<file path="src/hdl/clock_div_pkg.sv">
// Constants shared by the two-channel clock divider block
// Function
// - First divider output stays low for upper-nibble count of input cycles.
// - First divider output stays high for lower-nibble count of input cycles.
// - First divider bypass bit set powers divider down and passes input clock.
// - First divider obeys chip sync when sync-ignore is 0, ignores when 1.
// - Force bit sets forced output level; software must also set sync-ignore.
// - Start-level bit selects whether first divider output begins high or low.
// - Four-bit phase offset in control low nibble sets first divider phase.
// - Direct-route bit 0 connects both pair outputs to the first divider.
// - Direct-route 1 takes oscillator on 10b, external clock on 00b, unchanged 01b.
// - Duty-correction bit 0 enables correction, 1 disables it.
// - Second channel stage one stays low for upper-nibble count.
// - Second channel stage one stays high for lower-nibble count.
// - Stage two stays low for upper nibble, high for lower nibble counts.
// - Phase register holds stage two offset high, stage one offset low.
// - Stage two bypass bit 1 powers its divider down and passes input.
// - Stage one bypass bit 1 powers its divider down and passes input.
// - Second channel sync-ignore 0 makes both stages obey chip sync.
// - Second channel sync-ignore 1 makes both stages ignore chip sync.
package clock_div_pkg;
   // Register word indices; byte address is four times the index
   localparam logic [9:0] IDX_CYC1 = 10'h196;
   localparam logic [9:0] IDX_CTL1 = 10'h197;
   localparam logic [9:0] IDX_RTE1 = 10'h198;
   localparam logic [9:0] IDX_S1CNT = 10'h199;
   localparam logic [9:0] IDX_PHASE2 = 10'h19a;
   localparam logic [9:0] IDX_S2CNT = 10'h19b;
   localparam logic [9:0] IDX_CTL2 = 10'h19c;
   localparam logic [9:0] IDX_SRC_SEL = 10'h1e1;
   localparam logic [9:0] IDX_STATUS = 10'h1f0;
   localparam int NUM_REGS = 7;
   // Slots in the register array
   localparam logic [2:0] SLOT_CYC1 = 3'h0;
   localparam logic [2:0] SLOT_CTL1 = 3'h1;
   localparam logic [2:0] SLOT_RTE1 = 3'h2;
   localparam logic [2:0] SLOT_S1CNT = 3'h3;
   localparam logic [2:0] SLOT_PHASE2 = 3'h4;
   localparam logic [2:0] SLOT_S2CNT = 3'h5;
   localparam logic [2:0] SLOT_CTL2 = 3'h6;
   // Field positions
   localparam int BIT_BYPASS1 = 7;
   localparam int BIT_NOSYNC1 = 6;
   localparam int BIT_FORCE1 = 5;
   localparam int BIT_START1 = 4;
   localparam int BIT_ROUTE = 1;
   localparam int BIT_DCC_OFF = 0;
   localparam int BIT_BYPASS_S2 = 5;
   localparam int BIT_BYPASS_S1 = 4;
   localparam int BIT_NOSYNC2 = 3;
   // Source select codes
   localparam logic [1:0] SRC_OSC = 2'h2;
   localparam logic [1:0] SRC_EXT = 2'h0;
   // Reset values
   localparam logic [7:0] REG_RST = 8'h00;
   localparam logic [1:0] SRC_RST = 2'h1;
endpackage

</file>
<file path="src/hdl/clock_channel_divider_config.sv">
// Two output-clock channel dividers with APB configuration registers
`timescale 1ns/1ps
module clock_channel_divider_config
   import clock_div_pkg::*;
(
   input wire logic clk,
   input wire logic rst,
   input wire logic psel,
   input wire logic penable,
   input wire logic pwrite,
   input wire logic [11:0] paddr,
   input wire logic [31:0] pwdata,
   output logic [31:0] prdata,
   output logic pready,
   output logic pslverr,
   input wire logic syncPin,
   input wire logic oscPin,
   input wire logic extClkPin,
   output logic firstChannelOutputA,
   output logic firstChannelOutputB,
   output logic secondStageOneOut,
   output logic secondChannelOut
);
   // ---------------------------------------------
   // Pin synchronisers
   // ---------------------------------------------
   logic [2:0] pinSync;
   logic syncLvl;
   logic oscLvl;
   logic extLvl;

   sync2 #(.W(3)) u_pins (
      .clk(clk),
      .rst(rst),
      .din({syncPin, oscPin, extClkPin}),
      .dout(pinSync)
   );

   assign syncLvl = pinSync[2];
   assign oscLvl = pinSync[1];
   assign extLvl = pinSync[0];

   // ---------------------------------------------
   // APB slave
   // ---------------------------------------------
   logic [7:0] regs_q [0:NUM_REGS-1];
   logic [1:0] srcSel_q;
   logic [31:0] prdata_q;
   logic slvErr_q;
   logic [3:0] status;

   wire [9:0] wordIdx = paddr[11:2];
   wire inArray = (wordIdx >= IDX_CYC1) && (wordIdx <= IDX_CTL2);
   wire [9:0] slotWide = wordIdx - IDX_CYC1;
   wire [2:0] slot = slotWide[2:0];
   wire isSrc = (wordIdx == IDX_SRC_SEL);
   wire isStatus = (wordIdx == IDX_STATUS);
   wire mapped = inArray | isSrc | isStatus;
   wire setupPhase = psel & ~penable;
   wire wrEn = psel & penable & pwrite;
   wire [31:0] rdMux = inArray ? {24'h000000, regs_q[slot]} :
                       isSrc ? {30'h00000000, srcSel_q} :
                       isStatus ? {28'h0000000, status} : 32'h00000000;

   // Zero wait states; answer is staged during setup
   assign pready = 1'b1;
   assign prdata = prdata_q;
   assign pslverr = slvErr_q & psel & penable;

   always_ff @(posedge clk or posedge rst)
   begin
      if (rst)
      begin
         prdata_q <= 32'h00000000;
         slvErr_q <= 1'b0;
      end
      else if (setupPhase)
      begin
         prdata_q <= pwrite ? 32'h00000000 : rdMux;
         slvErr_q <= ~mapped;
      end
   end

   genvar gi;
   generate
      for (gi = 0; gi < NUM_REGS; gi++)
      begin : g_regs
         always_ff @(posedge clk or posedge rst)
         begin
            if (rst)
               regs_q[gi] <= REG_RST;
            else if (wrEn && inArray && slot == 3'(gi))
               regs_q[gi] <= pwdata[7:0];
         end
      end
   endgenerate

   always_ff @(posedge clk or posedge rst)
   begin
      if (rst)
         srcSel_q <= SRC_RST;
      else if (wrEn && isSrc)
         srcSel_q <= pwdata[1:0];
   end

   // ---------------------------------------------
   // Field decode
   // ---------------------------------------------
   wire [7:0] cyc1 = regs_q[SLOT_CYC1];
   wire [7:0] ctl1 = regs_q[SLOT_CTL1];
   wire [7:0] rte1 = regs_q[SLOT_RTE1];
   wire [7:0] s1Cnt = regs_q[SLOT_S1CNT];
   wire [7:0] phase2 = regs_q[SLOT_PHASE2];
   wire [7:0] s2Cnt = regs_q[SLOT_S2CNT];
   wire [7:0] ctl2 = regs_q[SLOT_CTL2];

   // ---------------------------------------------
   // Divider input reference
   // ---------------------------------------------
   // Half-rate level so a bypassed stage has a real clock to pass
   logic refClk_q;

   always_ff @(posedge clk or posedge rst)
   begin
      if (rst)
         refClk_q <= 1'b0;
      else
         refClk_q <= ~refClk_q;
   end

   wire refRise = ~refClk_q;

   // ---------------------------------------------
   // Duty-cycle correction
   // ---------------------------------------------
   // raw counts from the cycle-count register
   wire [3:0] rawLow = cyc1[7:4];
   wire [3:0] rawHigh = cyc1[3:0];
   wire [5:0] total = 6'(rawLow) + 6'(rawHigh) + 6'h02;
   wire [5:0] halfTot = {1'b0, total[5:1]};
   wire [5:0] balHigh = halfTot - 6'h01;
   wire [5:0] balLow = total - halfTot - 6'h01;
   // bit clear balances the halves, bit set keeps raw counts
   wire dccOn = ~rte1[BIT_DCC_OFF];
   wire [3:0] effLow = dccOn ? balLow[3:0] : rawLow;
   wire [3:0] effHigh = dccOn ? balHigh[3:0] : rawHigh;

   // ---------------------------------------------
   // First divider
   // ---------------------------------------------
   logic div1Out;

   div_stage u_div1 (
      .clk(clk),
      .rst(rst),
      .inClk(refClk_q),
      .inRise(refRise),
      .lowCnt(effLow),
      .highCnt(effHigh),
      .bypass(ctl1[BIT_BYPASS1]),
      .ignoreSync(ctl1[BIT_NOSYNC1]),
      .syncLvl(syncLvl),
      .startHigh(ctl1[BIT_START1]),
      .phase(ctl1[3:0]),
      .outClk(div1Out),
      .outRise()
   );

   // forced level only holds when sync is being ignored
   wire forced = ctl1[BIT_NOSYNC1] & syncLvl;
   wire divLvl = forced ? ctl1[BIT_FORCE1] : div1Out;

   // direct route from oscillator or external clock
   wire routeOn = rte1[BIT_ROUTE];
   wire pairLvl = !routeOn ? divLvl :
                  (srcSel_q == SRC_OSC) ? oscLvl :
                  (srcSel_q == SRC_EXT) ? extLvl : divLvl;

   // ---------------------------------------------
   // Second channel, two cascaded stages
   // ---------------------------------------------
   logic s1Out;
   logic s1Rise;
   logic s2Out;
   // one sync-ignore bit serves both stages
   wire ignore2 = ctl2[BIT_NOSYNC2];

   // stage one counts, low phase nibble, bypass
   div_stage u_s1 (
      .clk(clk),
      .rst(rst),
      .inClk(refClk_q),
      .inRise(refRise),
      .lowCnt(s1Cnt[7:4]),
      .highCnt(s1Cnt[3:0]),
      .bypass(ctl2[BIT_BYPASS_S1]),
      .ignoreSync(ignore2),
      .syncLvl(syncLvl),
      .startHigh(1'b0),
      .phase(phase2[3:0]),
      .outClk(s1Out),
      .outRise(s1Rise)
   );

   // stage two clocked by stage one output
   div_stage u_s2 (
      .clk(clk),
      .rst(rst),
      .inClk(s1Out),
      .inRise(s1Rise),
      .lowCnt(s2Cnt[7:4]),
      .highCnt(s2Cnt[3:0]),
      .bypass(ctl2[BIT_BYPASS_S2]),
      .ignoreSync(ignore2),
      .syncLvl(syncLvl),
      .startHigh(1'b0),
      .phase(phase2[7:4]),
      .outClk(s2Out),
      .outRise()
   );

   // ---------------------------------------------
   // Output registers
   // ---------------------------------------------
   always_ff @(posedge clk or posedge rst)
   begin
      if (rst)
      begin
         firstChannelOutputA <= 1'b0;
         firstChannelOutputB <= 1'b1;
         secondStageOneOut <= 1'b0;
         secondChannelOut <= 1'b0;
      end
      else
      begin
         firstChannelOutputA <= pairLvl;
         firstChannelOutputB <= ~pairLvl;
         secondStageOneOut <= s1Out;
         secondChannelOut <= s2Out;
      end
   end

   assign status = {syncLvl, secondChannelOut, secondStageOneOut, firstChannelOutputA};

   // ---------------------------------------------
   // Checks
   // ---------------------------------------------
   property p_routeDiv;
      @(posedge clk) disable iff (rst)
      !routeOn && !forced |=> firstChannelOutputA == $past(div1Out)
         && firstChannelOutputB == !$past(div1Out);
   endproperty
   a_routeDiv: assert property (p_routeDiv) else $error("pair not fed by divider");

   property p_routeSrc;
      @(posedge clk) disable iff (rst)
      routeOn && srcSel_q != 2'h1 && srcSel_q != 2'h3 |=>
         firstChannelOutputA == ($past(srcSel_q) == SRC_OSC ? $past(oscLvl) : $past(extLvl));
   endproperty
   a_routeSrc: assert property (p_routeSrc) else $error("direct route source wrong");

   property p_force;
      @(posedge clk) disable iff (rst)
      !routeOn && ctl1[BIT_NOSYNC1] && syncLvl |=> firstChannelOutputA == $past(ctl1[BIT_FORCE1]);
   endproperty
   a_force: assert property (p_force) else $error("forced level not applied");

   property p_dcc;
      @(posedge clk) disable iff (rst)
      dccOn |-> (effLow == effHigh) || (effLow == effHigh + 4'h1);
   endproperty
   a_dcc: assert property (p_dcc) else $error("duty correction unbalanced");

   property p_cascade;
      @(posedge clk) disable iff (rst)
      ctl2[BIT_BYPASS_S2] && !ctl2[BIT_BYPASS_S1] |=> secondChannelOut == $past(s1Out);
   endproperty
   a_cascade: assert property (p_cascade) else $error("stage two not fed by stage one");

   // ---------------------------------------------
   // Output and register path checks
   // ---------------------------------------------
   property p_pairComp;
      @(posedge clk) disable iff (rst)
      firstChannelOutputB == !firstChannelOutputA;
   endproperty
   a_pairComp: assert property (p_pairComp) else $error("pair not complementary");

   property p_bypass1;
      @(posedge clk) disable iff (rst)
      ctl1[BIT_BYPASS1] && !routeOn && !forced |=> firstChannelOutputA == $past(refClk_q);
   endproperty
   a_bypass1: assert property (p_bypass1) else $error("bypass not passing input");

   // Start level shows one edge after restart, output register adds one
   property p_startHeld;
      @(posedge clk) disable iff (rst)
      !ctl1[BIT_NOSYNC1] && syncLvl && $past(!ctl1[BIT_NOSYNC1] && syncLvl)
         && !routeOn && !ctl1[BIT_BYPASS1] |=> firstChannelOutputA == $past(ctl1[BIT_START1], 2);
   endproperty
   a_startHeld: assert property (p_startHeld) else $error("held level not start level");

   property p_rawCounts;
      @(posedge clk) disable iff (rst)
      !dccOn |-> effLow == rawLow && effHigh == rawHigh;
   endproperty
   a_rawCounts: assert property (p_rawCounts) else $error("raw counts altered");

   // Correction must move cycles between halves, never change the period
   property p_dccPeriod;
      @(posedge clk) disable iff (rst)
      dccOn |-> 6'(effLow) + 6'(effHigh) == 6'(rawLow) + 6'(rawHigh);
   endproperty
   a_dccPeriod: assert property (p_dccPeriod) else $error("duty correction changed period");

   property p_bypassS1;
      @(posedge clk) disable iff (rst)
      ctl2[BIT_BYPASS_S1] |=> secondStageOneOut == $past(refClk_q);
   endproperty
   a_bypassS1: assert property (p_bypassS1) else $error("stage one bypass wrong");

   property p_bypassS2;
      @(posedge clk) disable iff (rst)
      ctl2[BIT_BYPASS_S2] |=> secondChannelOut == $past(s1Out);
   endproperty
   a_bypassS2: assert property (p_bypassS2) else $error("stage two bypass wrong");

   property p_sync2Hold;
      @(posedge clk) disable iff (rst)
      !ignore2 && syncLvl && $past(!ignore2 && syncLvl) && !ctl2[BIT_BYPASS_S1]
         |=> secondStageOneOut == 1'b0;
   endproperty
   a_sync2Hold: assert property (p_sync2Hold) else $error("stage one not held by sync");

   property p_readBack;
      @(posedge clk) disable iff (rst)
      setupPhase && !pwrite && inArray |=> prdata == {24'h000000, $past(regs_q[slot])};
   endproperty
   a_readBack: assert property (p_readBack) else $error("register read data wrong");
endmodule

</file>
<file path="src/hdl/sync2.sv">
// Two-flop synchroniser for asynchronous pin levels
`timescale 1ns/1ps
module sync2 #(
   parameter int W = 3
) (
   input wire logic clk,
   input wire logic rst,
   input wire logic [W-1:0] din,
   output logic [W-1:0] dout
);
   logic [W-1:0] meta_q;

   always_ff @(posedge clk or posedge rst)
   begin
      if (rst)
      begin
         meta_q <= '0;
         dout <= '0;
      end
      else
      begin
         meta_q <= din;
         dout <= meta_q;
      end
   end
endmodule

</file>
<file path="src/hdl/div_stage.sv">
// One divider stage: low/high counts, phase hold-off, sync restart, bypass
`timescale 1ns/1ps
module div_stage
   import clock_div_pkg::*;
(
   input wire logic clk,
   input wire logic rst,
   input wire logic inClk,
   input wire logic inRise,
   input wire logic [3:0] lowCnt,
   input wire logic [3:0] highCnt,
   input wire logic bypass,
   input wire logic ignoreSync,
   input wire logic syncLvl,
   input wire logic startHigh,
   input wire logic [3:0] phase,
   output logic outClk,
   output logic outRise
);
   logic [3:0] cnt_q;
   logic [3:0] wait_q;
   logic level_q;

   wire restart = syncLvl & ~ignoreSync;
   wire waiting = (wait_q != 4'h0);
   wire [3:0] limit = level_q ? highCnt : lowCnt;
   wire segEnd = inRise & ~waiting & (cnt_q == limit);

   // ---------------------------------------------
   // Counter
   // ---------------------------------------------
   // bypass idles, sync restarts at start level
   always_ff @(posedge clk or posedge rst)
   begin
      if (rst)
      begin
         cnt_q <= 4'h0;
         wait_q <= 4'h0;
         level_q <= 1'b0;
      end
      else if (bypass)
      begin
         cnt_q <= 4'h0;
         wait_q <= 4'h0;
         level_q <= startHigh;
      end
      else if (restart)
      begin
         cnt_q <= 4'h0;
         wait_q <= phase;
         level_q <= startHigh;
      end
      else if (inRise)
      begin
         if (waiting)
            wait_q <= wait_q - 4'h1;
         // toggle after count plus one cycles
         else if (segEnd)
         begin
            level_q <= ~level_q;
            cnt_q <= 4'h0;
         end
         else
            cnt_q <= cnt_q + 4'h1;
      end
   end

   assign outClk = bypass ? inClk : level_q;
   // Tick one cycle ahead of the rising output, feeds a cascade
   assign outRise = bypass ? inRise : (segEnd & ~level_q & ~restart);

   // ---------------------------------------------
   // Checks
   // ---------------------------------------------
   property p_lowLen;
      @(posedge clk) disable iff (rst)
      $rose(level_q) && !$past(restart) && !$past(bypass) |-> $past(cnt_q) == $past(lowCnt);
   endproperty
   a_lowLen: assert property (p_lowLen) else $error("low phase length wrong");

   property p_highLen;
      @(posedge clk) disable iff (rst)
      $fell(level_q) && !$past(restart) && !$past(bypass) |-> $past(cnt_q) == $past(highCnt);
   endproperty
   a_highLen: assert property (p_highLen) else $error("high phase length wrong");

   property p_bypassIdle;
      @(posedge clk) disable iff (rst)
      bypass |=> cnt_q == 4'h0 && wait_q == 4'h0;
   endproperty
   a_bypassIdle: assert property (p_bypassIdle) else $error("bypassed divider not idle");

   property p_syncRestart;
      @(posedge clk) disable iff (rst)
      restart && !bypass |=> level_q == $past(startHigh) && cnt_q == 4'h0;
   endproperty
   a_syncRestart: assert property (p_syncRestart) else $error("sync restart wrong");

   property p_ignoreSync;
      @(posedge clk) disable iff (rst)
      ignoreSync && syncLvl && !bypass && !inRise |=> $stable(level_q);
   endproperty
   a_ignoreSync: assert property (p_ignoreSync) else $error("ignored sync moved output");

   property p_phaseHold;
      @(posedge clk) disable iff (rst)
      $fell(restart) && !bypass && !$past(bypass) |-> wait_q == $past(phase);
   endproperty
   a_phaseHold: assert property (p_phaseHold) else $error("phase hold-off wrong");

   property p_phaseWait;
      @(posedge clk) disable iff (rst)
      waiting && !bypass && !restart |=> $stable(level_q);
   endproperty
   a_phaseWait: assert property (p_phaseWait) else $error("output moved in hold-off");
endmodule

</file>
<file path="config.mk">
export PLATFORM = sky130hd
export DESIGN_NAME = clock_channel_divider_config
export DESIGN_NICKNAME = d
export VERILOG_FILES = /design/src/hdl/clock_div_pkg.sv /design/src/hdl/clock_channel_divider_config.sv /design/src/hdl/sync2.sv /design/src/hdl/div_stage.sv
export SDC_FILE = /design/constraint.sdc
export NUM_CORES = 1
export LEC_CHECK = 0
export BUFFER_PORTS_ARGS = -buffer_cell sky130_fd_sc_hd__buf_2
export CAP_MARGIN = 0
export CORE_UTILIZATION = 52
export DETAILED_ROUTE_END_ITERATION = 8
export PLACE_DENSITY_LB_ADDON = 0.08
export SETUP_SLACK_MARGIN = 0.1
export SYNTH_ARGS = -nofsm -noshare
export SYNTH_HDL_FRONTEND = slang
export SYNTH_HIERARCHICAL = 1
export SYNTH_SLANG_ARGS = --single-unit
</file>
<file path="constraint.sdc">
create_clock -name clk -period 3.09 [get_ports clk]
set_clock_uncertainty 0.05 [all_clocks]
set_input_delay 0 -clock clk [delete_from_list [all_inputs] [get_ports clk]]
set_output_delay 0 -clock clk [all_outputs]
set_load 0.02 [all_outputs]
</file>
==> results of run 1 <==
[critical path: cells and delay by family (launching register included)]
kind            cells  cell delay, ns
compound gates      4            0.63
flops               1            0.37
simple gates        3            0.44
mux                 1            0.17
buf+inv             3            0.15
fa+ha+maj           4            1.21
xor+xnor            1            0.22
[sequential cells by signal (all words and copies together), names as in the netlist, 8 cells and up]
register and count:
ctl1 8, ctl2 8, cyc1 8, phase2 8
prdata 8, rte1 8, s1Cnt 8, s2Cnt 8
[metal layers]
| metal | wire [um] | vias up | global-route usage | share of wire |
|---|---|---|---|---|
| li1 | - | 2013 | - | - |
| met1 | 6488 | 2097 | 0.3412 | 0.46 |
| met2 | 6938 | 119 | 0.3950 | 0.49 |
| met3 | 595 | 11 | 0.04665 | 0.042 |
| met4 | 147 | 0 | 0.06133 | 0.010 |
| met5 | 0 | - | 0 | 0 |
[placed cells by master (no fill, tap or decap), types with 5 or more instances in the layout]
master         count
inv_1             20
clkbuf_16          9
mux2i_1           26
nand2_1           25
buf_2             38
nand2b_1           9
o31ai_1            7
xor2_1            14
mux2_2            72
ha_1              14
nand4_1            6
conb_1            27
nand3b_1           5
dfrtp_1          103
a221oi_1           6
a31oi_1            7
dlygate4sd3_1     10
a211oi_1           9
o21ai_0            6
mux4_2             6
a21oi_1            9
nor2_1            39
buf_4             33
xnor2_1           12
nor2b_1            9
nand3_1            8
[power breakdown]
part	internal, mW	switching, mW
sequential	1.41	0.0458
clock	0.871	0.500
combinational	0.123	0.205
total	2.41	0.750
[worst paths after layout]
path                                             from                          end  slack (ns)  depth (start not counted)
max                               cyc1[5]$_DFFE_PP0P_  u_div1/cnt_q[2]$_DFFE_PP0P_       -0.25                         16
min                                         pwdata[0]         s2Cnt[0]$_DFFE_PP0P_        0.05                          2
max reg2reg                       cyc1[5]$_DFFE_PP0P_  u_div1/cnt_q[2]$_DFFE_PP0P_       -0.25                         16
min reg2reg                u_pins/meta_q[1]$_DFF_PP0_     u_pins/dout[1]$_DFF_PP0_        0.30                          0
max in group asynchronous                         rst      srcSel_q[0]$_DFFE_PP1P_        1.77                          4
min in group asynchronous                         rst   u_pins/meta_q[2]$_DFF_PP0_        0.15                          3
[final cells by class]
cell class | instances | area, um2
Fill cell | 944 | 4365
Multi-Input combinational cell | 384 | 3303
Sequential cell | 105 | 2630
Timing Repair Buffer | 81 | 538.0
Clock buffer | 10 | 229.0
Tap cell | 143 | 178.9
Clock inverter | 6 | 130.1
Inverter | 24 | 92.59
[per-stage QoR]
step                hold slack [ns]  setup TNS, ns  power [mW]  utilization
floorplan                   -0.2590        -0.8572       1.733            -
global placement           -0.04481         -1.198       1.793       0.5688
detailed placement         -0.04898         -1.717       1.800       0.5688
CTS                         0.04346         -1.162       3.183       0.6115
global route                0.04329         -2.006       3.269       0.6193
finish                      0.04675         -1.166       3.156       0.6193
[timing repair]
item                                   CTS  global route
pin swaps                                5             5
setup endpoints to repair                5            10
endpoints found under the hold margin  103             0
buffers inserted                         0             7
resized for setup                        4             7
hold buffers                            10             0
==> key figures, run 1 <==
Outcome
  – Status: complete, but fails checks
  – Violated checks: setup timing

Die
  – Die width: 110.5 um
  – DIE HEIGHT: 110.5 um
  – Row count: 39
  – Initial Util: 0.5338
  – Die area: 0.01221 mm2
  – Core ar.: 0.01147 mm2
  – IO Pins: 90

Global routing
  – Maximum number of pins on one net before global-route repair: 38
  – Vias in the first global route: 4234
  – Initial antenna violation count: 0
  – Grt ovf: 0
  – All-layer global routing usage: 0.2450
  – Global-route wire length before repair: 23130 um

Routing
  – Drt drc: 0
  – Vias/cell: 5.631
  – Vias: 4240
  – Drt first pass iters: 4
  – WL/cell: 18.82 um
  – WL final: 14170 um
  – Initial drt markers: 214
  – Post-DRT Antenna Nets: 0

STA
  – Slew Viols, Final: 0
  – Slew @ Worst Pin: 0.8125 ns
  – RSZ-0062 raised after global routing: yes
  – Final hold vios: 0
  – Final critical-path required period: 3.335 ns
  – Endpoints failing setup: 5
  – Worst rel slew slack: 0.4575
  – Setup slack after layout: -0.2454 ns
  – Final Cycle Share: 1.079
  – Fmax achieved: 299.8 MHz

Placement
  – PortBufs: 38
  – Dpl cell area: 0.006523 mm2
  – Pre-CTS setup slack: -0.3496 ns
  – HPWL Detailed: 10620 um
  – Placed Cells: 720
  – Placer congestion estimate: 0.8103

Clock network
  – Clock Tree Buf Depth: 2
  – CTS Buf Count: 9
  – Clk sinks: 105
  – Root Driver: clkbuf_16
  – Clk Latency, worst-skew pair: 0.35 ns
  – CTS tree: built
  – Reg clk slew, reported paths: 0.07 ns
  – H-tree Lvls: 3

Cells and area
  – Non-filler cells, final: 753
  – Cell area after layout: 0.007102 mm2
  – Layout area overhead: 16.03%
  – Antenna cells: 0
  – Final #Nets: 677
  – Share of cells above drive strength 1: 0.3361

Logic synthesis
  – Netlist Area Pre-Place: 0.006121 mm2
  – Syn. warnings: 6
  – Syn avg cell area: 11.46 um2
  – Cells after Synth: 534

Critical path
  – CP Max Fanout: 4
  – Crit path capture type: flop
  – Crit path DAT: 3.52 ns
  – CP max-delay cell: fa_2
  – CP dominant cell by count: ha_4
  – Crit-path cells: inv_2, ha_4, inv_2, ha_4, fa_2, inv_4, ha_4, a21oi_4, o211a_1, o2111ai_2, nor3b_2, mux2i_1, xor2_1, and3_4, a21o_4, nor2_1
  – Critical path class: reg2reg
  – Req. time, crit path: 3.28 ns
  – CP Launch Type: flop
  – CP peak stage delay: 0.55 ns

Power and ir drop
  – P_leak: 3.426 nW
  – Power per cell area: 444.4 mW/mm2
  – Peak supply drop: 464.6 uV

Hold path
  – Hold Crit Class: in2reg

Flow run
  – Max-cap violation count: 0
(Power assumes the default switching activity.)
==> inputs of run 2 (changes only) <==
--- a/config.mk
+++ b/config.mk
@@ -9,7 +9,9 @@
 export CAP_MARGIN = 0
 export CORE_UTILIZATION = 52
 export DETAILED_ROUTE_END_ITERATION = 8
+export HOLD_SLACK_MARGIN = 0.05
 export PLACE_DENSITY_LB_ADDON = 0.08
+export REMOVE_ABC_BUFFERS = 1
 export SETUP_SLACK_MARGIN = 0.1
 export SYNTH_ARGS = -nofsm -noshare
 export SYNTH_HDL_FRONTEND = slang
==> run 2 against run 1 <==
The run still ends with setup timing left. Fmax is 1.2% lower. Global-route usage hardly changed. Clock power is 14% lower. Highest routed layer unchanged. First-iteration DRC count is 26% lower. Largest power group unchanged. Via count is 0.66% lower. Sequential share of layout area is 0.57 points higher. Final cell count is 1.2% lower.
==> key figures, run 2 (same netlist as run 1, synthesis figures left out) <==
Cells and area
  – Final #Nets: 668 (-1.3%)
  – Multi-input logic area: 0.003299 mm2 (-0.11%)
  – Share of cells above drive strength 1: 0.3278 (-0.008279)
  – Final core occ: 0.6099 (-0.009384)
  – Filler instances: 942 (-0.21%)
  – Most frequent cells in the layout: dfrtp_1 (103), mux2_2 (72), nor2_1 (38), buf_2 (38), conb_1 (27)
  – Storage element area: 0.002630 mm2 (unchanged)
  – Antenna cells: 0 (unchanged)
  – Layout area overhead: 14.27%
  – Most common cell after layout, fill and taps aside: dfrtp_1

Hold path
  – Cells on Worst Hold Path: 2 (unchanged)
  – Hold Startpoint: pwdata[0]
  – Hold Crit Class: in2reg
  – Worst min-delay path endpoint: phase2[0]$_DFFE_PP0P_

Critical path
  – CP Launch Type: flop
  – Crit-path cells: inv_2, ha_4, inv_2, ha_4, fa_2, inv_4, ha_4, a21oi_4, nor3_4, buf_4, o2111ai_1, nor3b_2, mux2i_1, xor2_1, and3_4, a31oi_1, o211ai_1
  – CP Max Fanout: 4 (unchanged)
  – Crit path DAT: 3.54 ns (+0.02 ns)
  – CP max-delay cell: fa_2
  – Reg-to-reg endpoint: u_div1/level_q$_DFFE_PP0P_
  – Reg2Reg Setup Slack: -0.29 ns (-0.04 ns)
  – R2R depth: 17 (+1)
  – CP peak stage delay: 0.55 ns (about the same)
  – Launch point of the worst reg-to-reg path: cyc1[1]$_DFFE_PP0P_
  – Req. time, crit path: 3.25 ns (-0.03 ns)
  – Crit path capture type: flop
  – Critical path class: reg2reg
  – CP dominant cell by count: ha_4

STA
  – WHS: 0.05925 ns (+0.01249 ns)
  – Fmax achieved: 296.2 MHz (-1.2%)
  – Slew Viols, Final: 0 (unchanged)
  – Final critical-path required period: 3.376 ns (+0.04098 ns)
  – Setup slack after layout: -0.2864 ns (-0.04098 ns)
  – Slew @ Worst Pin: 0.7076 ns (-0.1049 ns)
  – Setup TNS: -1.344 ns (-0.1771 ns)
  – RSZ-0062 raised after global routing: yes
  – Endpoints failing setup: 5 (unchanged)
  – Worst rel slew slack: 0.5247 (+0.06717)
  – Final hold vios: 0 (unchanged)
  – Final Cycle Share: 1.093 (+0.01326)

Global routing
  – Maximum number of pins on one net before global-route repair: 44 (+16%)
  – Initial antenna violation count: 0 (unchanged)
  – Grt ovf: 0 (unchanged)
  – All-layer global routing usage: 0.2447 (-0.0003030)
  – Vias in the first global route: 4284 (+1.2%)
  – Global-route wire length before repair: 22970 um (-0.68%)

Routing
  – Initial drt markers: 158 (-26%)
  – Drt first pass iters: 6 (+2)
  – Drt drc: 0 (unchanged)
  – WL/cell: 19.08 um (+1.4%)
  – Vias: 4212 (-0.66%)
  – Vias/cell: 5.661 (+0.54%)
  – WL final: 14200 um (+0.18%)
  – Post-DRT Antenna Nets: 0 (unchanged)

Power and ir drop
  – P_leak: 3.357 nW (-2.0%)
  – Pwr Total: 2.970 mW (-5.9%)
  – Power per cell area: 424.6 mW/mm2 (-4.4%)
  – Peak supply drop: 356.1 uV (-23%)

Die
  – Die width: 110.5 um (unchanged)
  – Die area: 0.01221 mm2 (unchanged)
  – Core ar.: 0.01147 mm2 (unchanged)
  – Initial Util: 0.5338 (unchanged)
  – IO Pins: 90 (unchanged)
  – Row count: 39 (unchanged)
  – DIE HEIGHT: 110.5 um (unchanged)

Clock network
  – Reg clk slew, reported paths: 0.07 ns (about the same)
  – Clock Tree Buf Depth: 2 (unchanged)
  – CTS Buf Count: 9 (unchanged)
  – Clk sinks: 105 (unchanged)
  – Root Driver: clkbuf_16
  – CTS tree: built
  – H-tree Lvls: 3 (unchanged)
  – Clk Latency, worst-skew pair: 0.34 ns (about the same)

Placement
  – PortBufs: 38 (unchanged)
  – HPWL Detailed: 10410 um (-2.0%)
  – Placer congestion estimate: 0.7925 (-2.2%)

Outcome
  – Violated checks: setup timing
  – Status: complete, but fails checks

Flow run
  – Max-cap violation count: 0 (unchanged)
## run 2: layout make-up
cell class                 instances  share of cell area
inverter                          24             0.01324
clock buffer                      11             0.03470
timing repair buffer              72             0.06959
multi-input combinational        384              0.4717
clock inverter                     5            0.009123
tap                              143             0.02558
sequential                       105              0.3760
## run 2: layer usage
| metal | global-route usage | wire, um | vias up |
|---|---|---|---|
| li1 | - | - | 1984 |
| met1 | 0.3332 | 6492 | 2089 |
| met2 | 0.4017 | 6835 | 126 |
| met3 | 0.04116 | 703 | 13 |
| met4 | 0.07378 | 165 | 0 |
| met5 | 0 | 0 | - |
## run 2: report_power, final
| part | internal, mW | switching (mW) |
|---|---|---|
| combinational | 0.125 | 0.207 |
| clock | 0.659 | 0.524 |
| sequential | 1.41 | 0.0445 |
| total | 2.19 | 0.776 |
## run 2: critical path: cells and delay by family (launching register included)
kind / cells / cell delay, ns
compound gates: 4 / 0.65
xor+xnor: 1 / 0.17
fa+ha+maj: 4 / 1.21
buf+inv: 4 / 0.27
flops: 1 / 0.37
mux: 1 / 0.09
simple gates: 3 / 0.43
## run 2: per-stage QoR
step           setup WS [ns]  std cells  area, um2
2_1_floorplan        -0.3300        513       5908
3_3_place_gp         -0.2952        716       6455
3_5_place_dp         -0.4238        716       6455
4_1_cts              -0.3160        742       6892
5_1_grt              -0.5356        744       6994
6_report             -0.2864        744       6994
## run 2: worst max path at each step
stage,start,end,slack [ns],cells after the start
after floorplan,cyc1[1]$_DFFE_PP0P_,u_div1/cnt_q[1]$_DFFE_PP0P_,-0.33,15
final,cyc1[1]$_DFFE_PP0P_,u_div1/level_q$_DFFE_PP0P_,-0.29,17
after CTS,cyc1[5]$_DFFE_PP0P_,u_div1/cnt_q[1]$_DFFE_PP0P_,-0.32,16
after detailed placement,cyc1[5]$_DFFE_PP0P_,u_div1/cnt_q[1]$_DFFE_PP0P_,-0.42,16
after global placement,cyc1[1]$_DFFE_PP0P_,u_div1/cnt_q[1]$_DFFE_PP0P_,-0.30,16
after global routing,cyc1[1]$_DFFE_PP0P_,u_div1/level_q$_DFFE_PP0P_,-0.54,17
## run 2: repair_timing
action,in CTS,in global routing
pin swaps,10,14
endpoints found under the hold margin,104,0
endpoints found under the setup margin,5,5
gates resized for setup,7,16
hold buffers,10,0
setup buffers,0,2
==> inputs of run 3 (changes only) <==
--- a/config.mk
+++ b/config.mk
@@ -7,7 +7,7 @@
 export LEC_CHECK = 0
 export BUFFER_PORTS_ARGS = -buffer_cell sky130_fd_sc_hd__buf_2
 export CAP_MARGIN = 0
-export CORE_UTILIZATION = 52
+export CORE_UTILIZATION = 62
 export DETAILED_ROUTE_END_ITERATION = 8
 export HOLD_SLACK_MARGIN = 0.05
 export PLACE_DENSITY_LB_ADDON = 0.08
==> constraint.sdc (replaced) <==
create_clock -name clk -period 4.35 [get_ports clk]
set_clock_uncertainty 0.05 [all_clocks]
set_input_delay 0 -clock clk [delete_from_list [all_inputs] [get_ports clk]]
set_output_delay 0 -clock clk [all_outputs]
set_load 0.02 [all_outputs]
==> run 3 against run 2 <==
The run now ends clean. Utilization rose by 8.8 points. Hold slack better by 0.030 ns. Global-route usage grew 3.8 points. Sequential power down 29%. Largest cell class unchanged.
==> key figures, run 3 (same netlist as run 1, synthesis figures left out) <==
STA
  – Slew @ Worst Pin: 0.7428 ns (+0.03516 ns)
  – Fmax achieved: 265.9 MHz (-10%)
  – Final Cycle Share: 0.8645 (-0.2282)
  – Worst rel slew slack: 0.5048 (-0.01990)
  – Final hold vios: 0 (unchanged)
  – Endpoints failing setup: 0 (-5)
  – Slew Viols, Final: 0 (unchanged)
  – Setup slack after layout: 0.5893 ns (+0.8757 ns)
  – Setup TNS: 0 ns (+1.344 ns)
  – Final critical-path required period: 3.761 ns (+0.3843 ns)
  – RSZ-0062 raised after global routing: no

Outcome
  – Status: complete, no violations

Die
  – Core ar.: 0.009415 mm2 (-18%)
  – Row count: 35 (-10%)
  – DIE HEIGHT: 101.4 um (-8.3%)
  – Die area: 0.01027 mm2 (-16%)
  – Initial Util: 0.6501 (+0.1163)
  – IO Pins: 90 (unchanged)
  – Die width: 101.4 um (-8.3%)

Power and ir drop
  – Gate power share: 0.122 (+0.010)
  – Power per cell area: 279.9 mW/mm2 (-34%)
  – Net Sw Frac: 0.2858 (+0.02447)
  – Internal power: 1.314 mW (-40%)
  – Clock power frac: 0.316 (-0.082)
  – Switching power total: 0.5259 mW (-32%)
  – Peak supply drop: 188.2 uV (-47%)
  – Reg power frac: 0.562 (+0.072)
  – P_leak: 3.166 nW (-5.7%)

Critical path
  – Critical path class: reg2reg
  – Req. time, crit path: 4.56 ns (+1.31 ns)
  – Crit path DAT: 3.97 ns (+0.43 ns)
  – CP Launch Type: flop
  – CP Max Fanout: 5 (+1)
  – Crit path capture type: flop

Clock network
  – PostCTS Resize Cnt: 0 (-7)
  – CTS tree: built
  – H-tree Lvls: 3 (unchanged)
  – Hold-fix buffers, CTS: 12 (+2)
  – Root Driver: clkbuf_8
  – Clk sinks: 105 (unchanged)
  – Number of setup buffers added after CTS: 0 (unchanged)
  – Reg clk slew, reported paths: 0.11 ns (+0.04 ns)
  – CTS Buf Count: 9 (unchanged)
  – Clk Latency, worst-skew pair: 0.38 ns (+0.04 ns)
  – Clock Tree Buf Depth: 2 (unchanged)

Routing
  – WL/cell: 18.76 um (-1.7%)
  – Initial drt markers: 123 (-22%)
  – Post-DRT Antenna Nets: 0 (unchanged)
  – Drt first pass iters: 4 (-2)
  – Vias: 4195 (-0.40%)
  – Drt drc: 0 (unchanged)
  – WL final: 13300 um (-6.3%)
  – Vias/cell: 5.917 (+4.5%)

Placement
  – Placer congestion estimate: 0.8439 (+6.5%)
  – Dpl cell area: 0.006267 mm2 (-2.9%)
  – Pre-CTS setup slack: 0.5563 ns (+0.9802 ns)
  – HPWL Detailed: 9869 um (-5.2%)
  – PortBufs: 38 (unchanged)

Global routing
  – Maximum number of pins on one net before global-route repair: 52 (+18%)
  – Vias in the first global route: 4200 (-2.0%)
  – All-layer global routing usage: 0.2827 (+0.03800)
  – Initial antenna violation count: 0 (unchanged)
  – Global-route wire length before repair: 21510 um (-6.4%)
  – Grt ovf: 0 (unchanged)

Cells and area
  – Final #Nets: 647 (-3.1%)
  – Most common cell after layout, fill and taps aside: dfrtp_1
  – Antenna cells: 0 (unchanged)
  – Share of cells above drive strength 1: 0.2741 (-0.05365)
  – Layout area overhead: 7.400%
  – Most frequent cells in the layout: dfrtp_1 (103), mux2_2 (72), nor2_1 (40)
  – Cell area after layout: 0.006574 mm2 (-6.0%)

Flow run
  – Max-cap violation count: 0 (unchanged)

Hold path
  – Hold Crit Class: in2async
-- run 3: through the flow --
step / cells / hold WS [ns] / utilization / power (mW)
2_1_floorplan: 513 / -0.2590 / - / 1.193
3_3_place_gp: 681 / -0.04701 / 0.6656 / 1.260
3_5_place_dp: 681 / -0.03496 / 0.6656 / 1.269
4_1_cts: 709 / 0.08730 / 0.6982 / 1.853
5_1_grt: 709 / 0.09116 / 0.6982 / 1.914
6_report: 709 / 0.08974 / 0.6982 / 1.840
-- run 3: power groups by stage --
stage | Combinational, mW | Sequential, mW | Clock, mW
after floorplan | 0.143 | 1.05 | 0
after global placement | 0.208 | 1.05 | 0
after detailed placement | 0.215 | 1.05 | 0
after CTS | 0.224 | 1.03 | 0.594
after global routing | 0.249 | 1.04 | 0.626
final | 0.224 | 1.03 | 0.581
-- run 3: worst max-delay path, stage by stage (launching register included) --
cell       delay (ns)
dfrtp_1          0.42
inv_1            0.06
ha_1             0.27
inv_1            0.04
ha_1             0.21
fa_1             0.38
xnor2_1          0.37
ha_1             0.34
o211a_1          0.25
a2111oi_0        0.35
nor3b_1          0.10
mux2i_1          0.16
xor2_1           0.24
and3_4           0.23
a21o_4           0.14
nor2_1           0.05
-- run 3: worst paths after layout --
check / start / to / slack, ns / cells after the start
max: cyc1[1]$_DFFE_PP0P_ / u_div1/cnt_q[2]$_DFFE_PP0P_ / 0.59 / 15
min: rst / u_pins/meta_q[0]$_DFF_PP0_ / 0.09 / 3
max reg2reg: cyc1[1]$_DFFE_PP0P_ / u_div1/cnt_q[2]$_DFFE_PP0P_ / 0.59 / 15
min reg2reg: u_pins/meta_q[2]$_DFF_PP0_ / u_pins/dout[2]$_DFF_PP0_ / 0.31 / 0
max in group asynchronous: rst / ctl1[6]$_DFFE_PP0P_ / 3.06 / 4
min in group clk: paddr[6] / srcSel_q[1]$_DFFE_PP0P_ / 0.09 / 4
-- run 3: layer usage --
layer	GRT usage	up-vias	wire length, um
li1	-	1954	-
met1	0.3650	2094	5865
met2	0.4835	123	6571
met3	0.04900	24	549
met4	0.09810	0	315
met5	0	-	0
-- run 3: layout make-up --
type / instances / area [um2]
clock buffers: 10 / 137.6
clock inverters: 6 / 48.80
fillers: 688 / 2841
inverters: 24 / 90.09
multi-input cells: 384 / 3188
flip-flops and latches: 105 / 2630
well taps: 129 / 161.4
repair buffers: 51 / 317.8
